File: src/dfc_cfg.svh
/*
  Constants of the dual FIFO block: sizes, default offsets, register
  offsets and field positions. Assumes inclusion by bare name only.
*/
`ifndef DFC_CFG_SVH
`define DFC_CFG_SVH

// fifo geometry
`define DFC_DW 9
`define DFC_AW 8
`define DFC_CW 9
`define DFC_DEPTH 9'h100
`define DFC_CNT_ZERO 9'h000
`define DFC_DEF_OFS 8'h07

// register byte offsets
`define DFC_R_CTRL 8'h00
`define DFC_R_WDATA 8'h04
`define DFC_R_POPA 8'h08
`define DFC_R_POPB 8'h0C
`define DFC_R_OFS 8'h10
`define DFC_R_STAT 8'h14
`define DFC_R_IRQST 8'h18
`define DFC_R_IRQCLR 8'h1C
`define DFC_R_IRQEN 8'h20

// control fields
`define DFC_CTRL_W 7
`define DFC_CTRL_RST 7'h01
`define DFC_C_HOLD 0
`define DFC_C_APIN 1
`define DFC_C_BPIN 2
`define DFC_C_WIDE 3
`define DFC_C_AREN2 4
`define DFC_C_BREN2 5
`define DFC_C_RING 6

// data and offset fields
`define DFC_W_TYPE 31
`define DFC_W_BLO 9
`define DFC_O_SEL 8
`define DFC_IRQ_W 4
`define DFC_HSIZE_WORD 3'h2

`endif

File: src/dfc_pkg.sv
/*
  Types shared by both ends of the dual FIFO block.
  Assumes nothing of its surroundings.
*/
package dfc_pkg;
    typedef logic [8:0] dfc_word_t;
    // controller pop sequence, idle to pop to hold one bit at a time, hold back to idle two bits
    typedef enum logic [1:0] {
        dfc_st_idle = 2'b00,
        dfc_st_pop = 2'b01,
        dfc_st_hold = 2'b11
    } dfc_state_t;
endpackage : dfc_pkg

File: src/dfc_if.sv
/*
  Pins between the dual FIFO device and its controlling logic.
  Assumes both ends run on one common clock.
*/
`timescale 1ns/1ps
interface dfc_if;
    import dfc_pkg::*;
    logic fifo_rst_n;
    dfc_word_t a_din, b_din;
    logic a_write_en1_n, b_write_en1_n;
    logic a_write_en2_or_offset_load, b_write_en2_or_offset_load;
    logic a_read_enable1_n, b_read_enable1_n;
    logic a_read_enable_second, b_read_enable_second;
    dfc_word_t a_q, b_q;
    logic a_empty_flag_n, b_empty_flag_n;
    logic a_full_flag_n, b_full_flag_n;
    logic a_almost_empty_n, b_almost_empty_n;
    logic a_almost_full_n, b_almost_full_n;

    modport dev (
        input fifo_rst_n, a_din, b_din, a_write_en1_n, b_write_en1_n,
        input a_write_en2_or_offset_load, b_write_en2_or_offset_load,
        input a_read_enable1_n, b_read_enable1_n,
        input a_read_enable_second, b_read_enable_second,
        output a_q, b_q, a_empty_flag_n, b_empty_flag_n, a_full_flag_n, b_full_flag_n,
        output a_almost_empty_n, b_almost_empty_n, a_almost_full_n, b_almost_full_n
    );
    modport ctl (
        output fifo_rst_n, a_din, b_din, a_write_en1_n, b_write_en1_n,
        output a_write_en2_or_offset_load, b_write_en2_or_offset_load,
        output a_read_enable1_n, b_read_enable1_n,
        output a_read_enable_second, b_read_enable_second,
        input a_q, b_q, a_empty_flag_n, b_empty_flag_n, a_full_flag_n, b_full_flag_n,
        input a_almost_empty_n, b_almost_empty_n, a_almost_full_n, b_almost_full_n
    );
endinterface : dfc_if

File: src/dfc_ctl.sv
/*
  Controller end: AHB-Lite slave that drives the dual FIFO pins in
  single, width, priority, bidirectional or ring depth mode.
  Assumes one slave on the bus and the device on the same hclk.
*/
`timescale 1ns/1ps
`include "dfc_cfg.svh"
module dfc_ctl import dfc_pkg::*; (
    // clock, reset, enable
    input wire logic hclk,
    input wire logic hresetn,
    input wire logic ce,
    // ahb-lite slave
    input wire logic hsel,
    input wire logic [31:0] haddr,
    input wire logic [1:0] htrans,
    input wire logic hwrite,
    input wire logic [2:0] hsize,
    input wire logic [31:0] hwdata,
    input wire logic hready,
    output logic hreadyout,
    output logic hresp,
    output logic [31:0] hrdata,
    // interrupt
    output logic irq,
    // fifo pins
    dfc_if.ctl link
);
    dfc_state_t state_r;
    logic [`DFC_CTRL_W-1:0] ctrl_r;
    logic [7:0] addr_r;
    logic wr_pend_r, ring_w_r, ring_r_r, pop_b_r;
    logic [`DFC_IRQ_W-1:0] irq_st_r, irq_en_r, ev;
    logic [3:0] prev_r;
    logic sel_ok, is_pop, wide, ring, push, ofs_ld;
    dfc_word_t a_din_r, b_din_r;
    logic a_wen_n_r, b_wen_n_r, a_pin_r, b_pin_r;
    logic a_ren_n_r, b_ren_n_r, a_ren2_n_r, b_ren2_n_r, rst_n_r;
    logic [31:0] stat, rmux;

    // decode of address phase and data phase actions
    assign sel_ok = hsel && htrans[1] && hready && (hsize == `DFC_HSIZE_WORD);
    assign is_pop = (haddr[7:0] == `DFC_R_POPA) || (haddr[7:0] == `DFC_R_POPB);
    assign wide = ctrl_r[`DFC_C_WIDE];
    assign ring = ctrl_r[`DFC_C_RING];
    assign push = wr_pend_r && (addr_r == `DFC_R_WDATA);
    assign ofs_ld = wr_pend_r && (addr_r == `DFC_R_OFS);

    // status word, composite empty and full flags from both fifos, almost flags of fifo A only
    always_comb begin
        stat = 32'h0000_0000;
        stat[3:0] = {link.a_almost_full_n, link.a_almost_empty_n,
                     link.a_full_flag_n, link.a_empty_flag_n};
        stat[7:4] = {link.b_almost_full_n, link.b_almost_empty_n,
                     link.b_full_flag_n, link.b_empty_flag_n};
        stat[8] = link.a_empty_flag_n && link.b_empty_flag_n;
        stat[9] = link.a_full_flag_n && link.b_full_flag_n;
        stat[10] = link.a_almost_empty_n;
        stat[11] = link.a_almost_full_n;
    end

    // read mux for zero wait registers
    always_comb begin
        rmux = 32'h0000_0000;
        case (haddr[7:0])
            `DFC_R_CTRL: rmux[`DFC_CTRL_W-1:0] = ctrl_r;
            `DFC_R_STAT: rmux = stat;
            `DFC_R_IRQST: rmux[`DFC_IRQ_W-1:0] = irq_st_r;
            `DFC_R_IRQEN: rmux[`DFC_IRQ_W-1:0] = irq_en_r;
            default: rmux = 32'h0000_0000;
        endcase
    end

    // bus phases and pop sequence
    always_ff @(posedge hclk or negedge hresetn) begin
        if (!hresetn) begin
            state_r <= dfc_st_idle;
            hreadyout <= 1'b1;
            hresp <= 1'b0;
            hrdata <= 32'h0000_0000;
            addr_r <= 8'h00;
            wr_pend_r <= 1'b0;
            pop_b_r <= 1'b0;
        end else if (ce) begin
            hresp <= 1'b0;
            case (state_r)
                dfc_st_idle: begin
                    wr_pend_r <= sel_ok && hwrite;
                    if (sel_ok) addr_r <= haddr[7:0];
                    if (sel_ok && !hwrite && is_pop) begin
                        state_r <= dfc_st_pop;
                        hreadyout <= 1'b0;
                        pop_b_r <= haddr[7:0] == `DFC_R_POPB;
                    end else if (sel_ok && !hwrite) begin
                        hrdata <= rmux;
                    end
                end
                dfc_st_pop: begin
                    wr_pend_r <= 1'b0;
                    state_r <= dfc_st_hold;
                end
                dfc_st_hold: begin
                    hreadyout <= 1'b1;
                    state_r <= dfc_st_idle;
                    hrdata <= 32'h0000_0000;
                    if (wide) hrdata[17:0] <= {link.b_q, link.a_q};
                    else if (ring) hrdata[8:0] <= ring_r_r ? link.b_q : link.a_q;
                    else hrdata[8:0] <= pop_b_r ? link.b_q : link.a_q;
                end
                default: begin
                    state_r <= dfc_st_idle;
                    hreadyout <= 1'b1;
                end
            endcase
        end
    end

    // software registers
    always_ff @(posedge hclk or negedge hresetn) begin
        if (!hresetn) begin
            ctrl_r <= `DFC_CTRL_RST;
            irq_en_r <= 4'h0;
        end else if (ce && wr_pend_r) begin
            if (addr_r == `DFC_R_CTRL) ctrl_r <= hwdata[`DFC_CTRL_W-1:0];
            if (addr_r == `DFC_R_IRQEN) irq_en_r <= hwdata[`DFC_IRQ_W-1:0];
        end
    end

    // ring pointers, advanced per transfer in ring mode
    always_ff @(posedge hclk or negedge hresetn) begin
        if (!hresetn) begin
            ring_w_r <= 1'b0;
            ring_r_r <= 1'b0;
        end else if (ce) begin
            if (!ring) begin
                ring_w_r <= 1'b0;
                ring_r_r <= 1'b0;
            end else begin
                if (push) ring_w_r <= !ring_w_r;
                if (state_r == dfc_st_hold) ring_r_r <= !ring_r_r;
            end
        end
    end

    // write side pins
    always_ff @(posedge hclk or negedge hresetn) begin
        if (!hresetn) begin
            a_din_r <= 9'h000;
            b_din_r <= 9'h000;
            a_wen_n_r <= 1'b1;
            b_wen_n_r <= 1'b1;
            a_pin_r <= 1'b0;
            b_pin_r <= 1'b0;
            rst_n_r <= 1'b0;
        end else if (ce) begin
            rst_n_r <= !ctrl_r[`DFC_C_HOLD];
            a_wen_n_r <= 1'b1;
            b_wen_n_r <= 1'b1;
            // strap level while fifo reset is held, then enable or ring steering
            if (!rst_n_r) begin
                a_pin_r <= ctrl_r[`DFC_C_APIN];
                b_pin_r <= ctrl_r[`DFC_C_BPIN];
            end else begin
                a_pin_r <= ring ? !ring_w_r : 1'b1;
                b_pin_r <= ring ? ring_w_r : 1'b1;
            end
            if (push) begin
                if (wide) begin
                    a_din_r <= hwdata[8:0];
                    b_din_r <= hwdata[`DFC_W_BLO +: `DFC_DW];
                    a_wen_n_r <= 1'b0;
                    b_wen_n_r <= 1'b0;
                end else if (ring) begin
                    a_din_r <= hwdata[8:0];
                    b_din_r <= hwdata[8:0];
                    a_wen_n_r <= 1'b0;
                    b_wen_n_r <= 1'b0;
                end else if (hwdata[`DFC_W_TYPE]) begin
                    b_din_r <= hwdata[8:0];
                    b_wen_n_r <= 1'b0;
                end else begin
                    a_din_r <= hwdata[8:0];
                    a_wen_n_r <= 1'b0;
                end
            end else if (ofs_ld) begin
                // pin low with write enable loads the next offset
                if (hwdata[`DFC_O_SEL]) begin
                    b_din_r <= {1'b0, hwdata[7:0]};
                    b_pin_r <= 1'b0;
                    b_wen_n_r <= 1'b0;
                end else begin
                    a_din_r <= {1'b0, hwdata[7:0]};
                    a_pin_r <= 1'b0;
                    a_wen_n_r <= 1'b0;
                end
            end
        end
    end

    // read side pins, one cycle read strobe in pop state
    always_ff @(posedge hclk or negedge hresetn) begin
        if (!hresetn) begin
            a_ren_n_r <= 1'b1;
            b_ren_n_r <= 1'b1;
            a_ren2_n_r <= 1'b0;
            b_ren2_n_r <= 1'b0;
        end else if (ce) begin
            a_ren2_n_r <= ring ? ring_r_r : ctrl_r[`DFC_C_AREN2];
            b_ren2_n_r <= ring ? !ring_r_r : ctrl_r[`DFC_C_BREN2];
            a_ren_n_r <= 1'b1;
            b_ren_n_r <= 1'b1;
            if (state_r == dfc_st_idle && sel_ok && !hwrite && is_pop) begin
                a_ren_n_r <= !(wide || ring || haddr[7:0] == `DFC_R_POPA);
                b_ren_n_r <= !(wide || ring || haddr[7:0] == `DFC_R_POPB);
            end
        end
    end

    // events: fifo became non-empty, almost full reached
    assign ev = {prev_r[3] && !link.b_almost_full_n, prev_r[2] && !link.a_almost_full_n,
                 !prev_r[1] && link.b_empty_flag_n, !prev_r[0] && link.a_empty_flag_n};

    // sticky status, set wins over clear, level interrupt
    always_ff @(posedge hclk or negedge hresetn) begin
        if (!hresetn) begin
            prev_r <= 4'h3;
            irq_st_r <= 4'h0;
            irq <= 1'b0;
        end else if (ce) begin
            prev_r <= {link.b_almost_full_n, link.a_almost_full_n,
                       link.b_empty_flag_n, link.a_empty_flag_n};
            if (wr_pend_r && addr_r == `DFC_R_IRQCLR) irq_st_r <= (irq_st_r & ~hwdata[3:0]) | ev;
            else irq_st_r <= irq_st_r | ev;
            irq <= |(irq_st_r & irq_en_r);
        end
    end

    // pins out, all from flops
    assign link.fifo_rst_n = rst_n_r;
    assign link.a_din = a_din_r;
    assign link.b_din = b_din_r;
    assign link.a_write_en1_n = a_wen_n_r;
    assign link.b_write_en1_n = b_wen_n_r;
    assign link.a_write_en2_or_offset_load = a_pin_r;
    assign link.b_write_en2_or_offset_load = b_pin_r;
    assign link.a_read_enable1_n = a_ren_n_r;
    assign link.b_read_enable1_n = b_ren_n_r;
    assign link.a_read_enable_second = a_ren2_n_r;
    assign link.b_read_enable_second = b_ren2_n_r;
endmodule : dfc_ctl

File: src/flat_wrapper.sv
// flat-port wrapper written by rule: the top's interface ports become plain ports
module dfc_ctl_flat import dfc_pkg::*;
  (hclk, hresetn, ce, hsel, haddr, htrans, hwrite, hsize, hwdata, hready, hreadyout, hresp, hrdata, irq, link_fifo_rst_n, link_a_din, link_b_din, link_a_write_en1_n, link_b_write_en1_n, link_a_write_en2_or_offset_load, link_b_write_en2_or_offset_load, link_a_read_enable1_n, link_b_read_enable1_n, link_a_read_enable_second, link_b_read_enable_second, link_a_q, link_b_q, link_a_empty_flag_n, link_b_empty_flag_n, link_a_full_flag_n, link_b_full_flag_n, link_a_almost_empty_n, link_b_almost_empty_n, link_a_almost_full_n, link_b_almost_full_n);
  dfc_if link_i ();
  input wire logic hclk;
  input wire logic hresetn;
  input wire logic ce;
  input wire logic hsel;
  input wire logic [31:0] haddr;
  input wire logic [1:0] htrans;
  input wire logic hwrite;
  input wire logic [2:0] hsize;
  input wire logic [31:0] hwdata;
  input wire logic hready;
  output logic hreadyout;
  output logic hresp;
  output logic [31:0] hrdata;
  output logic irq;
  output wire logic [$bits(link_i.fifo_rst_n)-1:0] link_fifo_rst_n;
  output wire logic [$bits(link_i.a_din)-1:0] link_a_din;
  output wire logic [$bits(link_i.b_din)-1:0] link_b_din;
  output wire logic [$bits(link_i.a_write_en1_n)-1:0] link_a_write_en1_n;
  output wire logic [$bits(link_i.b_write_en1_n)-1:0] link_b_write_en1_n;
  output wire logic [$bits(link_i.a_write_en2_or_offset_load)-1:0] link_a_write_en2_or_offset_load;
  output wire logic [$bits(link_i.b_write_en2_or_offset_load)-1:0] link_b_write_en2_or_offset_load;
  output wire logic [$bits(link_i.a_read_enable1_n)-1:0] link_a_read_enable1_n;
  output wire logic [$bits(link_i.b_read_enable1_n)-1:0] link_b_read_enable1_n;
  output wire logic [$bits(link_i.a_read_enable_second)-1:0] link_a_read_enable_second;
  output wire logic [$bits(link_i.b_read_enable_second)-1:0] link_b_read_enable_second;
  input wire logic [$bits(link_i.a_q)-1:0] link_a_q;
  input wire logic [$bits(link_i.b_q)-1:0] link_b_q;
  input wire logic [$bits(link_i.a_empty_flag_n)-1:0] link_a_empty_flag_n;
  input wire logic [$bits(link_i.b_empty_flag_n)-1:0] link_b_empty_flag_n;
  input wire logic [$bits(link_i.a_full_flag_n)-1:0] link_a_full_flag_n;
  input wire logic [$bits(link_i.b_full_flag_n)-1:0] link_b_full_flag_n;
  input wire logic [$bits(link_i.a_almost_empty_n)-1:0] link_a_almost_empty_n;
  input wire logic [$bits(link_i.b_almost_empty_n)-1:0] link_b_almost_empty_n;
  input wire logic [$bits(link_i.a_almost_full_n)-1:0] link_a_almost_full_n;
  input wire logic [$bits(link_i.b_almost_full_n)-1:0] link_b_almost_full_n;
  assign link_fifo_rst_n = link_i.fifo_rst_n;
  assign link_a_din = link_i.a_din;
  assign link_b_din = link_i.b_din;
  assign link_a_write_en1_n = link_i.a_write_en1_n;
  assign link_b_write_en1_n = link_i.b_write_en1_n;
  assign link_a_write_en2_or_offset_load = link_i.a_write_en2_or_offset_load;
  assign link_b_write_en2_or_offset_load = link_i.b_write_en2_or_offset_load;
  assign link_a_read_enable1_n = link_i.a_read_enable1_n;
  assign link_b_read_enable1_n = link_i.b_read_enable1_n;
  assign link_a_read_enable_second = link_i.a_read_enable_second;
  assign link_b_read_enable_second = link_i.b_read_enable_second;
  assign link_i.a_q = link_a_q;
  assign link_i.b_q = link_b_q;
  assign link_i.a_empty_flag_n = link_a_empty_flag_n;
  assign link_i.b_empty_flag_n = link_b_empty_flag_n;
  assign link_i.a_full_flag_n = link_a_full_flag_n;
  assign link_i.b_full_flag_n = link_b_full_flag_n;
  assign link_i.a_almost_empty_n = link_a_almost_empty_n;
  assign link_i.b_almost_empty_n = link_b_almost_empty_n;
  assign link_i.a_almost_full_n = link_a_almost_full_n;
  assign link_i.b_almost_full_n = link_b_almost_full_n;
  dfc_ctl u_core (.hclk(hclk), .hresetn(hresetn), .ce(ce), .hsel(hsel), .haddr(haddr), .htrans(htrans), .hwrite(hwrite), .hsize(hsize), .hwdata(hwdata), .hready(hready), .hreadyout(hreadyout), .hresp(hresp), .hrdata(hrdata), .irq(irq), .link(link_i));
endmodule
File: config.mk
export PLATFORM = sky130hd
export DESIGN_NAME = dfc_ctl_flat
export DESIGN_NICKNAME = d
export VERILOG_FILES = /design/src/dfc_pkg.sv /design/src/dfc_if.sv /design/src/dfc_ctl.sv /design/src/flat_wrapper.sv
export VERILOG_INCLUDE_DIRS = /design/src
export SDC_FILE = /design/constraint.sdc
export NUM_CORES = 1
export LEC_CHECK = 0
export BUFFER_PORTS_ARGS = -buffer_cell sky130_fd_sc_hd__buf_4
export CAP_MARGIN = 20
export CELL_PAD_IN_SITES_DETAIL_PLACEMENT = 1
export CELL_PAD_IN_SITES_GLOBAL_PLACEMENT = 1
export CORE_UTILIZATION = 37
export DETAILED_ROUTE_END_ITERATION = 10
export MAX_ROUTING_LAYER = met4
export PLACE_DENSITY = 0.77
export SETUP_SLACK_MARGIN = 0.5
export SYNTH_ARGS = -nofsm -noshare
export SYNTH_HDL_FRONTEND = slang
export SYNTH_SLANG_ARGS = --single-unit
export TNS_END_PERCENT = 30
File: constraint.sdc
create_clock -name hclk -period 2.28 [get_ports hclk]
set_input_delay 0.456 -clock hclk [delete_from_list [all_inputs] [get_ports hclk]]
set_output_delay 0.456 -clock hclk [all_outputs]
set_load 0.1 [all_outputs]
* After elaboration in Yosys (flattened, before gate mapping)
Cells that the tools add are included.
Storage, ports and cells: memory bits (read-only) 0, output and inout port bits 62, register bits 94, memories kept 0, word-level logic and storage cells 162, latch bits 0, input port bits 101, RAM bits 0
Cells by class: multiplexer cells 59, shift operators 0, bitwise logic cells 6, reduce and logical (&&, ||, !) cells 53, equal/unequal tests 20, multiply operators 0, order comparisons 0, add/sub/neg operators 0, divide/modulo/power cells 0
Operator list (number):
- $mux W9 | 17
- $mux W32 | 2
- $pmux W32 S2 | 1
- $eq A8 B5 Y1 const B | 4
- $mux W1 | 31
- $logic_and A1 B1 Y1 | 19
- $eq A8 B4 Y1 const B | 2
- $eq A8 B6 Y1 const B | 2
- $logic_not A8 Y1 | 2
- $pmux W4 S4 | 1
- $reduce_and A2 Y1 | 6
- $reduce_and A4 Y1 | 3
- $logic_not A1 Y1 | 10
- $reduce_and A3 Y1 | 3
- $and A4 B4 Y4 | 2
- $eq A8 B3 Y1 const B | 1
- $ne A4 B2 Y1 const B | 2
- $or A4 B4 Y4 | 2
- $reduce_bool A2 Y1 | 4
- $ne A2 B1 Y1 const B | 3
- $ne A2 B2 Y1 const B | 3
- $pmux W3 S2 | 1
- $mux W5 | 1
- $logic_or A1 B1 Y1 | 4
- 11 further kinds | 12

* Logic depth before layout (Yosys ltp)
Gate-level depths: netlist of the first run.
depth in word-level cells 7, depth in mapped cells 7, mapped depth without buffers 6

* Worst setup path before layout of the first run
No wires, ideal clock.
path type reg-to-reg, start point reg u_core.addr_r[3], end point reg u_core.b_din_r[0], in the netlist u_core.link.b_din[0], path buffers 0, period minus slack after synthesis 1864 ps, slack 416 ps, data arrival time 1738 ps, library setup time 125 ps, stages on the path, launching flop included 5, required time 2155 ps, cell sequence dfrtp_1 -> nor4b_4 -> nand3_1 -> a21oi_4 -> mux2_2
Between the ends: longest elaborated chain between the ends 4, elaborated cells between the ends (all ways) 9, those cells by class 3 x eq/ne; 1 x mux; 5 x reduce/logical
RTL lines:
- from (decl) | RTL line dfc_ctl.sv:31 | logic [7:0] addr_r;
- from (signal assigned) | RTL line dfc_ctl.sv:89 | if (sel_ok) addr_r <= haddr[7:0];
- $eq A8 B3 Y1 (no source line) or $eq A8 B5 Y1 (tied branches)
- $logic_and A1 B1 Y1, on equally long branches | RTL line dfc_ctl.sv:46, dfc_ctl.sv:47
- $ne A4 B2 Y1 (no source line) or $reduce_bool A2 Y1 (tied branches)
- $reduce_and A4 Y1 (no source line)
- to (signal assigned) | RTL line dfc_ctl.sv:170 | b_din_r <= hwdata[`DFC_W_BLO +: `DFC_DW];
- to (signal assigned) | RTL line dfc_ctl.sv:175 | b_din_r <= hwdata[8:0];
- to (signal assigned) | RTL line dfc_ctl.sv:179 | b_din_r <= hwdata[8:0];
- to (decl) | RTL line dfc_ctl.sv:36 | dfc_word_t a_din_r, b_din_r;
Parallel ways exist; a longest one is shown, timed or not. A chain may end at the register's enable or synchronous reset.

* Final worst setup path of the first run
start point reg u_core.addr_r[3], end point reg u_core.b_din_r[7], in the netlist u_core.link.b_din[7]
The elaborated chain is that of the path after synthesis.

==> run_results.csv, run 1 <==
group,metric,value,unit
cts,root_buffer,"clkbuf_16",
synthesis,ys_top_cells_by_area,"dfrtp_1 42%, mux2_2 13%, dfstp_2 4.9%",
timing,drv_slew,0,
synthesis,syn_area,0.00432,sq mm
global_routing,grt-ovfl-total,0,
synthesis,yosysSeqAreaShare,46.6,%
synthesis,synth_xor_area_share,0,%
power_and_ir_drop,ir_worst_vdd,0.000831,V
synthesis,synth-simple-area-share,15.5,%
timing,fin_ws,458,ps
cts,cts-htree-levels,3,
placement,dp_slack,168,ps
die,fp-row-count,39,
placement,port_buffers,109,
global_routing,grt_util_all_layers,22.8,%
run,maxCapViolations,0,
critical_path,worst_ep_arrival_time,2050,ps
finish,multi_input_area,0.00224,sq mm
cts,cts.path.max_buffers,2,
synthesis,synth_top_area_cell,"dfrtp_1",
worst_hold_path,min-delay-path-class,"in -> async",
power_and_ir_drop,power,7.67,mW
global_routing,grt_pass1_vias,3990,
die,fp.dieW,110,microns
outcome,status,"finished, final reports clean",
finish,design_area,0.00586,sq mm
cts,cts.sinks,80,
timing,fin_skew,8.48,ps
timing,max_slew_margin,65.9,%
timing,rsz0062_at_grt,"yes",
synthesis,synth-edff-count,0,
timing,max_freq,0.549,GHz
synthesis,synth.area.mux_share,15.1,%
synthesis,synth_top_family_by_area,"compound AO/OA/AOI/OAI gates",
die,dieArea,0.0121,sq mm
synthesis,ys_types,60,
cts,insertion_delay,340,ps
die,coreArea,0.0114,sq mm
placement,placed_area,0.00533,sq mm
routing,drt_iter0_drc,116,
timing,fin_crit_sh,79.9,%
power_and_ir_drop,p_leak,2.64,nW
cts,clkTransAtPathRegs,70,ps
routing,vias_per_cell,5.50,
die,start_util,37.8,%
synthesis,yosys-top-cells-count,"72 x dfrtp_1, 51 x mux2_2, 32 x o21ai_0",
timing,min_period,1820,ps
finish,nets,640,
routing,drc,0,
synthesis,synthFlopType,"dfrtp_1",
power_and_ir_drop,powerDensity,1310,mW/mm^2
critical_path,critPathKind,"reg -> reg",
routing,drt.antenna.violating_nets,0,
finish,antenna_cells,0,
finish,ff_latch_area,0.00201,sq mm
global_routing,met3_usage,4.88,%
synthesis,yosys_warnings,0,
global_routing,grt_pass1_wl,20.3,mm
finish,syn2layout_area_growth,35.7,%
global_routing,grt_max_degree,48,
synthesis,synthArstFlopShare,100,%
cts,cts_tree,"yes",
synthesis,yosys.area.top_type_share,41.7,%
critical_path,path_max_fanout,4,
synthesis,synth_compound_area_share,16.0,%
placement,dp_hpwl,9.41,mm
timing,setup_violations,0,
die,io_pins,163,
critical_path,endpoint_kind,"flop",
global_routing,grtUsageMet1,26.7,%
global_routing,grt_antenna_before_repair,0,
critical_path,worstPathRequired,2510,ps
timing,finalHoldViolCount,0,
finish,nFillCells,1255,
cts,cts_buffers,9,
routing,vias,3762,
routing,drt-total-wl,12.9,mm
synthesis,synthAdderAreaFrac,0.869,%
global_routing,grt_most_used_layer,"met2",
placement,place.gp.congestion,0.818,
synthesis,yosysMostFrequentCell,"dfrtp_1",
synthesis,ys_seq_elements,80,
die,die_h,110,microns
timing,tightest_slew,511,ps
routing,routedWlPerCell,18.9,microns
synthesis,synth.avg_cell_area,10.6,sq um
synthesis,netlist_instances,409,
routing,detail_route.first_pass.iterations,4,
finish,final_core_util,51.3,%
critical_path,start_kind,"flop",
finish,drive_gt1_share,44.2,%
global_routing,grt_util_met2,39.7,%
timing,finalSetupTns,0,ps
[stage by stage]
step / hold slack (ps) / instances
floorplan: 160 / 423
global placement: 448 / 655
detailed placement: 456 / 655
CTS: 93.4 / 680
global route: 123 / 684
finish: 78.9 / 684
[cell families after synthesis]
| kind of cell | count (synthesis) |
|---|---|
| AOI/OAI and AO/OA | 100 |
| adders and majority gates | 3 |
| DFF | 80 |
| and+or+nand+nor | 114 |
| buffers and inverters | 52 |
| muxes | 59 |
| other | 1 |
[worst paths after layout]
path / depth (start not counted) / slack [ps] / startpoint / end
worst max-delay path: 6 / 460 / u_core.addr_r[3] / u_core.link.b_din[7]
worst min-delay path: 1 / 80 / hresetn / u_core.hrdata[12]
worst max register to register: 6 / 460 / u_core.addr_r[3] / u_core.link.b_din[7]
worst min register to register: 2 / 500 / u_core.link.b_write_en1_n / u_core.link.b_write_en1_n
max in group asynchronous: 2 / 1510 / hresetn / u_core.prev_r[1]
min in group hclk: 2 / 310 / link_b_almost_full_n / u_core.irq_st_r[3]
[layout make-up]
type	instances	area share [%]
clock inverter	6	0.896
sequential	80	34.3
timing repair buffer	137	18.6
clock buffer	10	3.91
multi-input combinational	292	38.2
inverter	16	1.02
tap	143	3.05
[worst max-delay path: stages (launching register included)]
cell and delay (ps):
dfrtp_1 420, nor4b_4 310, buf_6 170, nand3_2 150, a21oi_4 190, buf_4 160
mux2_2 330
[cell usage in the layout (no fill, tap or decap), drive strengths merged, types with 9 or more instances in the layout]
cell,n
nor2,20
nor3b,9
mux2,51
a31oi,9
dfrtp,72
nand2,21
a21oi,13
clkbuf,10
buf,137
inv,19
nand3,16
nor3,11
o21ai,32
conb,15
[metal layers]
layer  vias to the layer above  part of all wire [%]  wire length [microns]
met5                         -                     0                      0
met4                         0                   2.0                    256
met1                      1862                    43                   5490
li1                       1739                     -                      -
met2                       140                    50                   6450
met3                        21                   5.5                    712
[state kept, by name, indices dropped and copies added (netlist names), 2 cells and up]
name	cells
u_core.addr_r	8
u_core.link.b_din	9
u_core.irq_st_r	4
u_core.irq_en_r	4
u_core.prev_r	4
u_core.hrdata	18
u_core.ctrl_r	7
u_core.state_r	2
u_core.link.a_din	9
[power by group]
group	total, mW	leakage, nW	internal, mW	switching (mW)
registers	2.14	1.01	1.81	0.326
clock network	1.39	0.132	0.756	0.631
logic	4.14	1.50	1.15	2.99
total	7.67	2.64	3.72	3.95
[repair_timing]
action | in CTS | in global routing
buffers inserted | 9 | 3
pin swaps | 2 | 2
hold buffers | 0 | 0
gates cloned | 0 | 1
gates resized for setup | 10 | 19
setup endpoints to repair | 36 | 50
(Power assumes the default switching activity.)
==> inputs of run 2 (changes only) <==
- CORE_UTILIZATION: 37 -> 34
- PLACE_DENSITY: 0.77 -> 0.74
- clock period: 2.28 -> 1.55 ns (I/O delays scaled with it)
==> run 2 against run 1 <==
Against the previous run: the flow now finishes with violations (setup timing); die area is 8.7% higher; clock-buffer cell count did not move; routed wire length grew 22%; final area increased by 24%; total power is 78% higher; register-to-register slack worse by 690 ps; worst hold slack better by 76 ps; final cell count is 13% higher; critical endpoint unchanged.
==> run_results.csv, run 2 (synthesized netlist as in run 1, its figures left out) <==
group,metric,value,unit
routing,drc,0,
die,fp.dieW,115,microns
finish,largest-register,"u_core.hrdata",
routing,vias_per_cell,5.31,
routing,vias,4086,
timing,max_slew_margin,61.6,%
run,maxCapViolations,0,
die,fp-row-count,40,
outcome,violations,"setup timing",
timing,setup_violations,50,
finish,syn2layout_area_growth,68.8,%
die,coreArea,0.0122,sq mm
power_and_ir_drop,ir_worst_vdd,0.00117,V
global_routing,grt_most_used_layer,"met2",
cts,insertion_delay,340,ps
critical_path,max_stage_delay,410,ps
die,io_pins,163,
finish,nets,701,
finish,nFillCells,1275,
cts,cts_buffers,9,
global_routing,met3_usage,3.43,%
critical_path,worst_ep_arrival_time,2010,ps
timing,finalSetupTns,-7430,ps
timing,rsz0062_at_grt,"yes",
critical_path,worstPathRequired,1780,ps
power_and_ir_drop,p_leak,3.20,nW
timing,fin_hold_ws,154,ps
timing,finalHoldViolCount,0,
critical_path,worst_path_most_repeated_cell,"mux2_2",
critical_path,crit_path_cell_trace,"nor4b_4, buf_6, nand4_4, buf_12, mux2_2, mux2_2",
worst_hold_path,min-delay-path-class,"in -> reg",
timing,fin_crit_sh,115,%
cts,cts-htree-levels,3,
routing,routedWlPerCell,20.4,microns
routing,drt_iter0_drc,196,
die,dieArea,0.0132,sq mm
die,start_util,35.4,%
timing,tightest_slew,572,ps
global_routing,grt_util_met2,45.1,%
critical_path,critPathKind,"reg -> reg",
power_and_ir_drop,powerDensity,1870,mW/mm^2
timing,drv_slew,0,
timing,fin_ws,-232,ps
critical_path,start_kind,"flop",
global_routing,grtUsageMet1,29.7,%
finish,layout_commonest_cell,"buf_4",
placement,port_buffers,109,
outcome,status,"complete, but fails checks",
global_routing,grt_max_degree,41,
finish,finalNonFillerCells,770,
die,die_h,115,microns
routing,detail_route.first_pass.iterations,4,
critical_path,path_max_fanout,8,
timing,fin_skew,6.24,ps
critical_path,critical-path-slowest-cell,"dfrtp_1",
cts,clkTransAtPathRegs,60,ps
finish,antenna_cells,0,
finish,largest_reg_flops,18,
critical_path,endpoint_kind,"flop",
global_routing,grt_util_all_layers,25.4,%
cts,cts_tree,"yes",
placement,numPlacedInstances,739,
global_routing,grt_pass1_vias,4550,
cts,root_buffer,"clkbuf_16",
finish,drive_gt1_share,55.0,%
global_routing,grt_antenna_before_repair,0,
critical_path,r2r_slack,-230,ps
routing,drt-total-wl,15.7,mm
global_routing,grt-ovfl-total,0,
finish,most-common-layout-cells,"126 x buf_4, 72 x dfrtp_1, 47 x buf_12",
routing,drt.antenna.violating_nets,0,
timing,min_period,1780,ps
cts,cts.sinks,80,
placement,place.gp.congestion,0.881,
placement,dp_hpwl,10.6,mm
global_routing,grt_pass1_wl,24.4,mm
timing,max_freq,0.561,GHz
cts,cts.path.max_buffers,2,
-- run 2: layer usage --
metal / share of wire (%) / wire length, microns
met3: 3.9 / 620
met5: 0 / 0
met2: 53 / 8240
met1: 41 / 6510
met4: 2.1 / 327
-- run 2: what timing repair did --
action | 4_1_cts | 5_1_grt
setup endpoints to repair | 121 | 127
pin swaps | 32 | 10
buffers inserted | 8 | 4
gates resized for setup | 204 | 21
cloned | 2 | 0
hold buffers | 1 | 0
hold endpoints to repair | 16 | 0
-- run 2: final cells by class --
cell class / count / area (sq um) / share of cell area (%)
multi-input combinational: 292 / 2530 / 34.7
timing repair buffer: 198 / 2180 / 29.9
sequential: 80 / 2010 / 27.6
clock buffer: 10 / 229 / 3.14
tap: 168 / 210 / 2.88
clock inverter: 6 / 68.8 / 0.943
inverter: 16 / 60.1 / 0.823
-- run 2: through the flow --
step / instance area [sq um] / setup slack [ps] / power [mW] / utilization [%]
after floorplan: 4550 / -265 / 7.59 / -
after global placement: 5990 / -272 / 9.39 / 49.0
after detailed placement: 5990 / -295 / 9.58 / 49.0
after CTS: 7160 / -237 / 13.3 / 58.6
after global routing: 7290 / -268 / 14.2 / 59.7
final: 7290 / -232 / 13.7 / 59.7
-- run 2: critical path, delay by kind of cell, from the launching register on --
kind,cells,cell delay (ps)
muxes,2,530
and+or+nand+nor,2,390
buffers and inverters,2,330
DFF,1,410
-- run 2: path summary, 6_finish.rpt --
check | start | end | cells past startpoint
min in group asynchronous | hresetn | u_core.state_r[0] | 2
worst min-delay path | link_b_almost_full_n | u_core.irq_st_r[3] | 2
worst min register to register | u_core.link.b_write_en1_n | u_core.link.b_write_en1_n | 2
max in group asynchronous | hresetn | u_core.prev_r[1] | 3
worst max-delay path | u_core.addr_r[3] | u_core.link.b_din[7] | 6
worst max register to register | u_core.addr_r[3] | u_core.link.b_din[7] | 6
-- run 2: power breakdown --
part	internal [mW]	switching (mW)
clock network	1.26	0.925
logic	3.16	5.03
registers	2.67	0.626
total	7.09	6.58
